===== src/shared/viod_pkg.sv =====
package viod_pkg;
  // widths of the user side
  localparam int OUT_W = 8;
  localparam int ASY_W = 4;
  localparam int IN_W = 8;
  localparam int TRAIN_LEN = 16;
  localparam logic [3:0] TRAIN_LAST = 4'hF;
  // link frame: op, index, data, shifted lsb first
  localparam int FRAME_W = 24;
  localparam logic [4:0] FRAME_CNT = 5'h18;
  localparam logic [4:0] FRAME_LAST = 5'h17;
  localparam int OP_LSB = 0;
  localparam int OP_MSB = 3;
  localparam int IDX_LSB = 4;
  localparam int IDX_MSB = 7;
  localparam int DAT_LSB = 8;
  localparam int DAT_MSB = 23;
  // read answer layout
  localparam int VAL_LSB = 0;
  localparam int RISE_LSB = 8;
  localparam int FALL_LSB = 16;
  // link clock made by the host: 4 + 4 cycles of 10 ns = 80 ns
  localparam logic [2:0] HALF_LAST = 3'h3;
  localparam logic [2:0] GAP_LAST = 3'h7;
  // host register map, byte addresses
  localparam logic [4:0] REG_CMD = 5'h00;
  localparam logic [4:0] REG_RESP = 5'h04;
  localparam logic [4:0] REG_STATUS = 5'h08;
  localparam logic [4:0] REG_MASK = 5'h0C;
  localparam logic [4:0] REG_POLL = 5'h10;
  localparam int ST_DONE = 0;
  localparam int ST_RESP = 1;
  // input polling
  localparam int CLK_KHZ = 100000;
  localparam int POLL_MS = 250;
  localparam int POLL_CYC = POLL_MS * CLK_KHZ / 1000;
  localparam logic [2:0] POLL_MANUAL = 3'h4;

  typedef enum logic [3:0] {
    OP_NOP,
    OP_SET_SYNC,
    OP_SET_ASYNC,
    OP_WR_TRAIN,
    OP_RUN,
    OP_PULSE,
    OP_RESET_ALL,
    OP_READ,
    OP_CLEAR_ACT,
    OP_TOGGLE,
    OP_FILL,
    OP_UPDATE_ALL
  } viod_op_t;

  function automatic logic [FRAME_W-1:0] pack_frame(input logic [3:0] op,
                                                    input logic [3:0] idx,
                                                    input logic [15:0] data);
    return {data, idx, op};
  endfunction
endpackage


===== src/shared/viod_link_if.sv =====
interface viod_link_if;
  logic lclk;
  logic lsel;
  logic ld_h2d;
  logic ld_d2h;

  modport dev (
    input lclk,
    input lsel,
    input ld_h2d,
    output ld_d2h
  );

  modport host (
    output lclk,
    output lsel,
    output ld_h2d,
    input ld_d2h
  );
endinterface


===== src/viod_host.sv =====
module viod_host #(
  parameter int POLL_CYC = viod_pkg::POLL_CYC
) (
  input wire logic i_clk,
  input wire logic i_srst,
  input wire logic [4:0] i_avs_address,
  input wire logic i_avs_read,
  input wire logic i_avs_write,
  input wire logic [31:0] i_avs_writedata,
  output logic [31:0] o_avs_readdata,
  output logic o_avs_waitrequest,
  output logic o_irq,
  viod_link_if.host link
);
  typedef enum {LK_IDLE, LK_LOW, LK_HIGH, LK_GAP} viod_lk_t;

  viod_lk_t lk_state;
  logic [2:0] div;
  logic [4:0] bit_no;
  logic [viod_pkg::FRAME_W-1:0] tx_sr;
  logic [viod_pkg::FRAME_W-1:0] rx_sr;
  logic [1:0] dh_m;
  logic busy;
  logic [3:0] job_op;
  logic [3:0] job_idx;
  logic [15:0] job_data;
  logic [4:0] frame_no;
  logic [4:0] frames_last;
  logic frame_end;
  logic job_done;
  logic [viod_pkg::OUT_W-1:0] shadow_sync;
  logic [viod_pkg::ASY_W-1:0] shadow_async;
  logic [viod_pkg::FRAME_W-1:0] resp;
  logic [1:0] status;
  logic [1:0] mask;
  logic [2:0] poll_sel;
  logic [31:0] poll_cnt;
  logic poll_due;
  logic cmd_wr_pend;
  logic stall;
  logic acc;
  logic acc_wr_cmd;
  logic [3:0] wr_op;
  logic [viod_pkg::FRAME_W-1:0] next_frame;

  assign cmd_wr_pend = i_avs_write && (i_avs_address == viod_pkg::REG_CMD);
  assign stall = cmd_wr_pend && busy;
  assign acc = (i_avs_read || i_avs_write) && !o_avs_waitrequest;
  assign acc_wr_cmd = acc && cmd_wr_pend;
  assign wr_op = i_avs_writedata[viod_pkg::OP_MSB:viod_pkg::OP_LSB];

  // answer one cycle after the request; commands wait while busy
  always_ff @(posedge i_clk)
  begin
    if (i_srst)
    begin
      o_avs_waitrequest <= 1'b1;
      o_avs_readdata <= 32'h0000_0000;
    end
    else
    begin
      o_avs_waitrequest <= !((i_avs_read || i_avs_write) && o_avs_waitrequest && !stall);
      case (i_avs_address)
        viod_pkg::REG_CMD: o_avs_readdata <= {31'h0000_0000, busy};
        viod_pkg::REG_RESP: o_avs_readdata <= {8'h00, resp};
        viod_pkg::REG_STATUS: o_avs_readdata <= {30'h0000_0000, status};
        viod_pkg::REG_MASK: o_avs_readdata <= {30'h0000_0000, mask};
        viod_pkg::REG_POLL: o_avs_readdata <= {29'h0000_0000, poll_sel};
        default: o_avs_readdata <= 32'h0000_0000;
      endcase
    end
  end

  // periodic input read; manual leaves reads to READ commands
  assign poll_due = (poll_sel != viod_pkg::POLL_MANUAL) &&
                    (poll_cnt >= (32'(POLL_CYC) << poll_sel[1:0]) - 32'h1);
  always_ff @(posedge i_clk)
  begin
    if (i_srst)
    begin
      poll_sel <= 3'h0;
      poll_cnt <= 32'h0000_0000;
    end
    else
    begin
      if (acc && i_avs_write && i_avs_address == viod_pkg::REG_POLL)
      begin
        poll_sel <= (i_avs_writedata[2:0] > viod_pkg::POLL_MANUAL) ?
                    viod_pkg::POLL_MANUAL : i_avs_writedata[2:0];
      end
      if (poll_due && !busy && !cmd_wr_pend)
      begin
        poll_cnt <= 32'h0000_0000;
      end
      else if (!poll_due)
      begin
        poll_cnt <= poll_cnt + 32'h1;
      end
    end
  end

  // job intake and shadow of the commanded levels
  always_ff @(posedge i_clk)
  begin
    if (i_srst)
    begin
      busy <= 1'b0;
      job_op <= 4'h0;
      job_idx <= 4'h0;
      job_data <= 16'h0000;
      frames_last <= 5'h00;
      shadow_sync <= '0;
      shadow_async <= '0;
    end
    else if (acc_wr_cmd && wr_op <= 4'(viod_pkg::OP_UPDATE_ALL))
    begin
      busy <= 1'b1;
      job_op <= wr_op;
      job_idx <= i_avs_writedata[viod_pkg::IDX_MSB:viod_pkg::IDX_LSB];
      // value fields are plain binary, masked to the target width
      job_data <= {8'h00, i_avs_writedata[viod_pkg::DAT_LSB +: viod_pkg::OUT_W]};
      case (viod_pkg::viod_op_t'(wr_op))
        viod_pkg::OP_READ: frames_last <= 5'h01;
        viod_pkg::OP_UPDATE_ALL: frames_last <= 5'h01;
        viod_pkg::OP_FILL: frames_last <= 5'(viod_pkg::TRAIN_LAST);
        default: frames_last <= 5'h00;
      endcase
      case (viod_pkg::viod_op_t'(wr_op))
        viod_pkg::OP_SET_SYNC:
          shadow_sync <= i_avs_writedata[viod_pkg::DAT_LSB +: viod_pkg::OUT_W];
        viod_pkg::OP_SET_ASYNC:
          shadow_async <= i_avs_writedata[viod_pkg::DAT_LSB +: viod_pkg::ASY_W];
        viod_pkg::OP_TOGGLE:
          shadow_sync[i_avs_writedata[6:4]] <= !shadow_sync[i_avs_writedata[6:4]];
        viod_pkg::OP_RESET_ALL:
        begin
          shadow_sync <= '0;
          shadow_async <= '0;
        end
        default:
        begin
        end
      endcase
    end
    else if (poll_due && !busy && !cmd_wr_pend)
    begin
      busy <= 1'b1;
      job_op <= 4'(viod_pkg::OP_READ);
      frames_last <= 5'h01;
    end
    else if (job_done)
    begin
      busy <= 1'b0;
    end
  end

  // one job becomes one or more link frames
  always_comb
  begin
    case (viod_pkg::viod_op_t'(job_op))
      viod_pkg::OP_READ:
        next_frame = viod_pkg::pack_frame((frame_no == 5'h00) ? 4'(viod_pkg::OP_READ) :
                                          4'(viod_pkg::OP_NOP), 4'h0, 16'h0000);
      viod_pkg::OP_TOGGLE:
        next_frame = viod_pkg::pack_frame(4'(viod_pkg::OP_SET_SYNC), 4'h0,
                                          16'(shadow_sync));
      viod_pkg::OP_FILL:
        next_frame = viod_pkg::pack_frame(4'(viod_pkg::OP_WR_TRAIN), frame_no[3:0],
                                          16'(shadow_sync));
      viod_pkg::OP_UPDATE_ALL:
        next_frame = (frame_no == 5'h00) ?
          viod_pkg::pack_frame(4'(viod_pkg::OP_SET_SYNC), 4'h0, 16'(shadow_sync)) :
          viod_pkg::pack_frame(4'(viod_pkg::OP_SET_ASYNC), 4'h0, 16'(shadow_async));
      default:
        next_frame = viod_pkg::pack_frame(job_op, job_idx, job_data);
    endcase
  end

  assign frame_end = (lk_state == LK_GAP) && (div == viod_pkg::GAP_LAST);
  assign job_done = frame_end && (frame_no == frames_last);

  always_ff @(posedge i_clk)
  begin
    if (i_srst)
    begin
      dh_m <= 2'h0;
    end
    else
    begin
      dh_m <= {dh_m[0], link.ld_d2h};
    end
  end

  // link clock divided from i_clk; data changes while it is low
  always_ff @(posedge i_clk)
  begin
    if (i_srst)
    begin
      lk_state <= LK_IDLE;
      div <= 3'h0;
      bit_no <= 5'h00;
      frame_no <= 5'h00;
      tx_sr <= '0;
      rx_sr <= '0;
      link.lclk <= 1'b0;
      link.lsel <= 1'b0;
      link.ld_h2d <= 1'b0;
    end
    else
    begin
      div <= div + 3'h1;
      case (lk_state)
        LK_IDLE:
        begin
          div <= 3'h0;
          if (busy)
          begin
            tx_sr <= next_frame;
            link.ld_h2d <= next_frame[0];
            link.lsel <= 1'b1;
            bit_no <= 5'h00;
            lk_state <= LK_LOW;
          end
        end
        LK_LOW:
        begin
          if (div == viod_pkg::HALF_LAST)
          begin
            div <= 3'h0;
            link.lclk <= 1'b1;
            lk_state <= LK_HIGH;
          end
        end
        LK_HIGH:
        begin
          if (div == viod_pkg::HALF_LAST)
          begin
            div <= 3'h0;
            link.lclk <= 1'b0;
            rx_sr <= {dh_m[1], rx_sr[viod_pkg::FRAME_W-1:1]};
            tx_sr <= {1'b0, tx_sr[viod_pkg::FRAME_W-1:1]};
            link.ld_h2d <= tx_sr[1];
            bit_no <= bit_no + 5'h01;
            if (bit_no == viod_pkg::FRAME_LAST)
            begin
              link.lsel <= 1'b0;
              lk_state <= LK_GAP;
            end
            else
            begin
              lk_state <= LK_LOW;
            end
          end
        end
        LK_GAP:
        begin
          if (div == viod_pkg::GAP_LAST)
          begin
            frame_no <= (frame_no == frames_last) ? 5'h00 : frame_no + 5'h01;
            lk_state <= LK_IDLE;
          end
        end
        default: lk_state <= LK_IDLE;
      endcase
    end
  end

  // answer copy, status, mask and interrupt
  always_ff @(posedge i_clk)
  begin
    if (i_srst)
    begin
      resp <= '0;
      status <= 2'h0;
      mask <= 2'h0;
      o_irq <= 1'b0;
    end
    else
    begin
      if (job_done && job_op == 4'(viod_pkg::OP_READ))
      begin
        resp <= rx_sr;
      end
      else if (acc_wr_cmd && wr_op == 4'(viod_pkg::OP_CLEAR_ACT))
      begin
        resp[viod_pkg::FALL_LSB +: viod_pkg::IN_W] <= '0;
        resp[viod_pkg::RISE_LSB +: viod_pkg::IN_W] <= '0;
      end
      if (acc && i_avs_write && i_avs_address == viod_pkg::REG_MASK)
      begin
        mask <= i_avs_writedata[1:0];
      end
      // set wins over a write-one clear in the same cycle
      status <= (status & ~((acc && i_avs_write && i_avs_address == viod_pkg::REG_STATUS) ?
                            i_avs_writedata[1:0] : 2'h0)) |
                {job_done && job_op == 4'(viod_pkg::OP_READ), job_done};
      o_irq <= |(status & mask);
    end
  end
endmodule


===== src/flat_wrapper.sv =====
// flat-port wrapper written by rule: the top's interface ports become plain ports
module viod_host_flat 
#(
  parameter int POLL_CYC = viod_pkg::POLL_CYC
)
  (i_clk, i_srst, i_avs_address, i_avs_read, i_avs_write, i_avs_writedata, o_avs_readdata, o_avs_waitrequest, o_irq, link_lclk, link_lsel, link_ld_h2d, link_ld_d2h);
  viod_link_if link_i ();
  input wire logic i_clk;
  input wire logic i_srst;
  input wire logic [4:0] i_avs_address;
  input wire logic i_avs_read;
  input wire logic i_avs_write;
  input wire logic [31:0] i_avs_writedata;
  output logic [31:0] o_avs_readdata;
  output logic o_avs_waitrequest;
  output logic o_irq;
  output wire logic [$bits(link_i.lclk)-1:0] link_lclk;
  output wire logic [$bits(link_i.lsel)-1:0] link_lsel;
  output wire logic [$bits(link_i.ld_h2d)-1:0] link_ld_h2d;
  input wire logic [$bits(link_i.ld_d2h)-1:0] link_ld_d2h;
  assign link_lclk = link_i.lclk;
  assign link_lsel = link_i.lsel;
  assign link_ld_h2d = link_i.ld_h2d;
  assign link_i.ld_d2h = link_ld_d2h;
  viod_host #(.POLL_CYC(POLL_CYC)) u_core (.i_clk(i_clk), .i_srst(i_srst), .i_avs_address(i_avs_address), .i_avs_read(i_avs_read), .i_avs_write(i_avs_write), .i_avs_writedata(i_avs_writedata), .o_avs_readdata(o_avs_readdata), .o_avs_waitrequest(o_avs_waitrequest), .o_irq(o_irq), .link(link_i));
endmodule

===== config.mk =====
export PLATFORM = sky130hd
export DESIGN_NAME = viod_host_flat
export DESIGN_NICKNAME = d
export VERILOG_FILES = /design/src/shared/viod_pkg.sv /design/src/shared/viod_link_if.sv /design/src/viod_host.sv /design/src/flat_wrapper.sv
export SDC_FILE = /design/constraint.sdc
export NUM_CORES = 1
export LEC_CHECK = 0
export CORE_UTILIZATION = 60
export CTS_BUF_LIST = sky130_fd_sc_hd__clkbuf_8
export CTS_CLUSTER_DIAMETER = 40
export DETAILED_ROUTE_END_ITERATION = 8
export DONT_BUFFER_PORTS = 1
export GPL_TIMING_DRIVEN = 0
export PLACE_DENSITY = 0.76
export SETUP_SLACK_MARGIN = 0.3
export SLEW_MARGIN = 20
export SYNTH_ARGS = -nofsm -noshare
export SYNTH_HDL_FRONTEND = slang
export SYNTH_SLANG_ARGS = --single-unit

===== constraint.sdc =====
create_clock -name i_clk -period 6.45 [get_ports i_clk]
set_clock_uncertainty 0.15 [all_clocks]
set_input_delay 0.645 -clock i_clk [delete_from_list [all_inputs] [get_ports i_clk]]
set_output_delay 0.645 -clock i_clk [all_outputs]
set_load 0.1 [all_outputs]

==> results.md <==
Timing:
- For the pin with the worst max-slew slack, the measured transition is 1.06 ns.
- Setup total negative slack on the finished layout was measured at 0 ns.
- Setup repair after global routing left no endpoint under its margin.
- The worst setup slack after layout is 3.07 ns.
- Setup violations remaining at the end of the flow were counted as 0.
- The total count of max-transition violations in the final report is 0.
- Across all hold checks on the routed design, the worst slack comes to 0.148 ns.
- Headroom to the max-slew limit came out at 0.290.
- The final critical-path required period is 3.38 ns.
- The final count of hold timing violations is 0.
- Of the available clock period, the critical path in the final layout requires 0.524.
- Derived from the worst setup path, the maximum achievable clock frequency is 296 MHz.

CTS:
- In this run the clock root is driven by a clkbuf_8.
- The clock tree synthesis step divided the H-tree into 4 levels.
- Buffers inserted during clock tree synthesis total 17.
- Counting along the longest clock path gives a buffer depth of 2.
- The later pin in the worst-skew pair is clocked with a latency of 0.48 ns.
- Once the clock tree was built, the setup fixing pass inserted 0 buffers.
- The post-cts resize count is 0.
- TritonCTS built the clock tree.
- The clock transition at the register clock pins on the worst setup and hold paths after CTS is 0.10 ns.
- Buffers inserted to repair hold after CTS numbered 0.
- Counting every sink on the clock net gives 179.

Floorplanning:
- The die covers 14400 µm².
- From left edge to right edge, the die measures 120 µm.
- The row count is 42.
- The initial cell density of the core is 0.623.
- The core region is 13500 µm².
- The die is 120 µm tall.
- The I/O pin count is 79.

Layout:
- The filler cells instantiated in the layout total 1151.
- 0 antenna diodes ended up in the layout.
- From synthesis to final layout, the design area changed by 8.12%.
- After the last flow step, the layout net total stands at 1093.
- The fraction of final layout cells with drive strength greater than 1 is 0.0891.

Logic synthesis:
- The mapped netlist covers 8380 µm².
- The multiplexer share of the synthesized area is 0.0148.
- In the synthesized netlist the async set-or-reset flop fraction comes to 0.
- The area share of the largest cell type after synthesis is 0.428.
- The number of distinct standard cells referenced by the synthesized netlist is 67.
- The synthesized design spends more area on one cell type than any other, namely dfxtp_1.
- The most common cell in the synthesized netlist is dfxtp_1.
- The xor and xnor fraction of the mapped netlist area is 0.0387.
- In the post-synthesis netlist, the biggest area contributors are dfxtp_1, ha_1, a21oi_1.
- The number of warning messages in the yosys log is 0.
- The sequential area share after synthesis is 0.428.
- After synthesis, the most frequently instantiated cells are dfxtp_1, nor2_1, nand2_1.
- The post-synthesis register bit count is 179.
- In the synthesized netlist, the number of instances is 972.
- The dominant synthesized flop cell is dfxtp_1.
- The post-synthesis share of cell area spent on and, or, nand and nor gates is 0.247.
- Of the total synthesized cell area, the portion taken by full adders, half adders and majority gates is 0.0642.
- The synthesized design contains 0 enable-type register cells.
- After synthesis, the largest family of logic cells by area is simple AND/OR/NAND/NOR gates.
- The mean cell area of the mapped netlist is 8.62 µm².
- The complex-gate fraction of the synthesized area is 0.160.

Routing:
- In the routed design, unresolved DRC markers number 0.
- The average vias per placed instance is 5.80.
- In this run, the number of DRC markers left after iteration 0 of detailed routing was 498.
- Dividing the detail-routed wire length by the instance count gives 15.9 µm.
- The number of nets with antenna violations after detailed routing is 0.
- Summed over all layers, the routed wires come to 19.0 mm.
- The first TritonRoute pass finished after 5 iterations.
- The routed layout has 6937 vias.

Global routing:
- The total global-route track usage is 0.272.
- The via count of the first global-routing pass is 6283.
- The largest net degree at the start of global routing is 19.
- The first-pass GRT wire length is 30.8 mm.
- After global routing the overflow that remains totals 0.
- The number of antenna violations at the first check in global routing is 0.

Power and ir drop:
- The internal power of the cells totals 1.49 mW.
- Power spread over the standard cell area amounts to 230 nW/µm².
- The switching fraction of total power is 0.284.
- The power dissipated by switching net loads is 0.590 mW.
- Of the total power, the clock network draws 0.371.
- The power share of the sequential group is 0.543.
- Power comes to 2.08 mW.
- For this design the static power due to leakage is 3.22 nW.
- The worst vdd rail ir drop is 0.155 mV.
- Of the total power, combinational logic draws 0.086.

Placed design:
- The wire-length estimate of the detail-placed layout is 13.7 mm.
- The worst setup slack before clock tree synthesis is 3.13 ns.
- The count of input and output buffers is 0.
- At the end of routability-driven placement, the weighted congestion stood at 0.888.

Critical path:
- Along the worst path, the maximum fanout reaches 10.
- STA classifies the critical path endpoint as a flop.
- The data required time of the critical path is 6.71 ns.
- The data arrival time of the critical path is 3.64 ns.
- The critical path is of the reg -> reg type.
- The worst setup path is launched from a flop.

Run status:
- The run finished with clean final reports.

Job:
- The tool flagged a number of max-cap violations equal to 0.

Min path:
- The type of the tightest min-delay check is in -> reg.
flip-flops by register name, summed over array words and instances, names as in the netlist, 4 cells and up:
signal                 flops
u_core.rx_sr              24
u_core.poll_cnt           32
u_core.tx_sr              16
u_core.job_data            8
u_core.job_idx             4
u_core.shadow_async        4
u_core.job_op              4
u_core.shadow_sync         8
u_core.resp               24
u_core.frame_no            5
u_core.bit_no              5
u_core.o_avs_readdata     24
critical path, stage by stage, from the launching register on:
cell and delay, ns:
dfxtp_1 0.52, inv_1 0.23, ha_1 0.29, nor3_1 0.22, ha_1 0.29, a21oi_1 0.17, o221ai_1 0.16, a31oi_1 0.25
a21oi_2 0.16, o21ai_2 0.36, nand2_2 0.16, buf_2 0.23, nor2_1 0.13
cell families after synthesis:
kind of cell,Yosys count
adders and majority gates,43
muxes,11
AOI/OAI and AO/OA,205
DFF,179
xor gates and xnor gates,37
and+or+nand+nor,413
buffers and inverters,82
other,2
metrics by stage:
stage                     instance area [µm²]  instances   util
after floorplan                          8440        989      -
after global placement                   8660       1165  0.644
after detailed placement                 8660       1165  0.644
after CTS                                9060       1197  0.673
after global routing                     9060       1197  0.673
final                                    9060       1197  0.673
final cells by class:
class | instances | area [µm²] | share of cell area
clock inverters | 15 | 163 | 0.0180
clock buffers | 17 | 234 | 0.0258
well taps | 176 | 220 | 0.0243
multi-input cells | 728 | 4460 | 0.492
flip-flops and latches | 179 | 3580 | 0.396
inverters | 20 | 75.1 | 0.00829
plain buffers | 62 | 323 | 0.0356
power by group through the flow:
stage	registers, mW	logic [mW]	clock network [mW]
2_1_floorplan	1.15	0.139	0
3_3_place_gp	1.16	0.175	0
3_5_place_dp	1.16	0.175	0
4_1_cts	1.13	0.177	0.783
5_1_grt	1.13	0.196	0.832
6_report	1.13	0.178	0.772
path summary, 6_finish.rpt:
kind | endpoint | cells after the start | startpoint | slack [ns]
hold / removal | u_core.job_data[0] | 2 | i_avs_writedata[8] | 0.15
setup reg to reg | u_core.poll_cnt[29] | 12 | u_core.poll_sel[1] | 3.07
hold reg to reg | u_core.div[0] | 1 | u_core.div[0] | 0.29
setup / recovery | u_core.poll_cnt[29] | 12 | u_core.poll_sel[1] | 3.07
per-layer routing:
metal  GRT usage  part of all wire  wire (µm)  vias up
met5           0                 0          0        -
met4       0.102             0.022        412        0
met3      0.0533             0.056       1070       32
met2       0.433              0.46       8720      204
met1       0.365              0.46       8830     3227
li1            -                 -          -     3474
cell usage in the layout, fill, tap and decap left out, drive strengths merged, types with 8 or more instances in the layout:
| master | netlist | routed |
|---|---|---|
| ha | 43 | 43 |
| nor2b | 8 | 8 |
| mux2i | 9 | 9 |
| nand2 | 120 | 120 |
| nor2 | 123 | 123 |
| xnor2 | 30 | 30 |
| buf | 28 | 28 |
| a22oi | 26 | 26 |
| nand4 | 16 | 16 |
| o21ai | 22 | 22 |
| nor3 | 40 | 40 |
| a221oi | 14 | 14 |
| conb | 2 | 19 |
| inv | 20 | 29 |
| a21oi | 97 | 97 |
| and3 | 10 | 10 |
| dfxtp | 179 | 179 |
| clkbuf | 34 | 51 |
| nor4 | 10 | 10 |
| nand3 | 23 | 23 |
| and2 | 27 | 27 |
(Power assumes the default switching activity.)
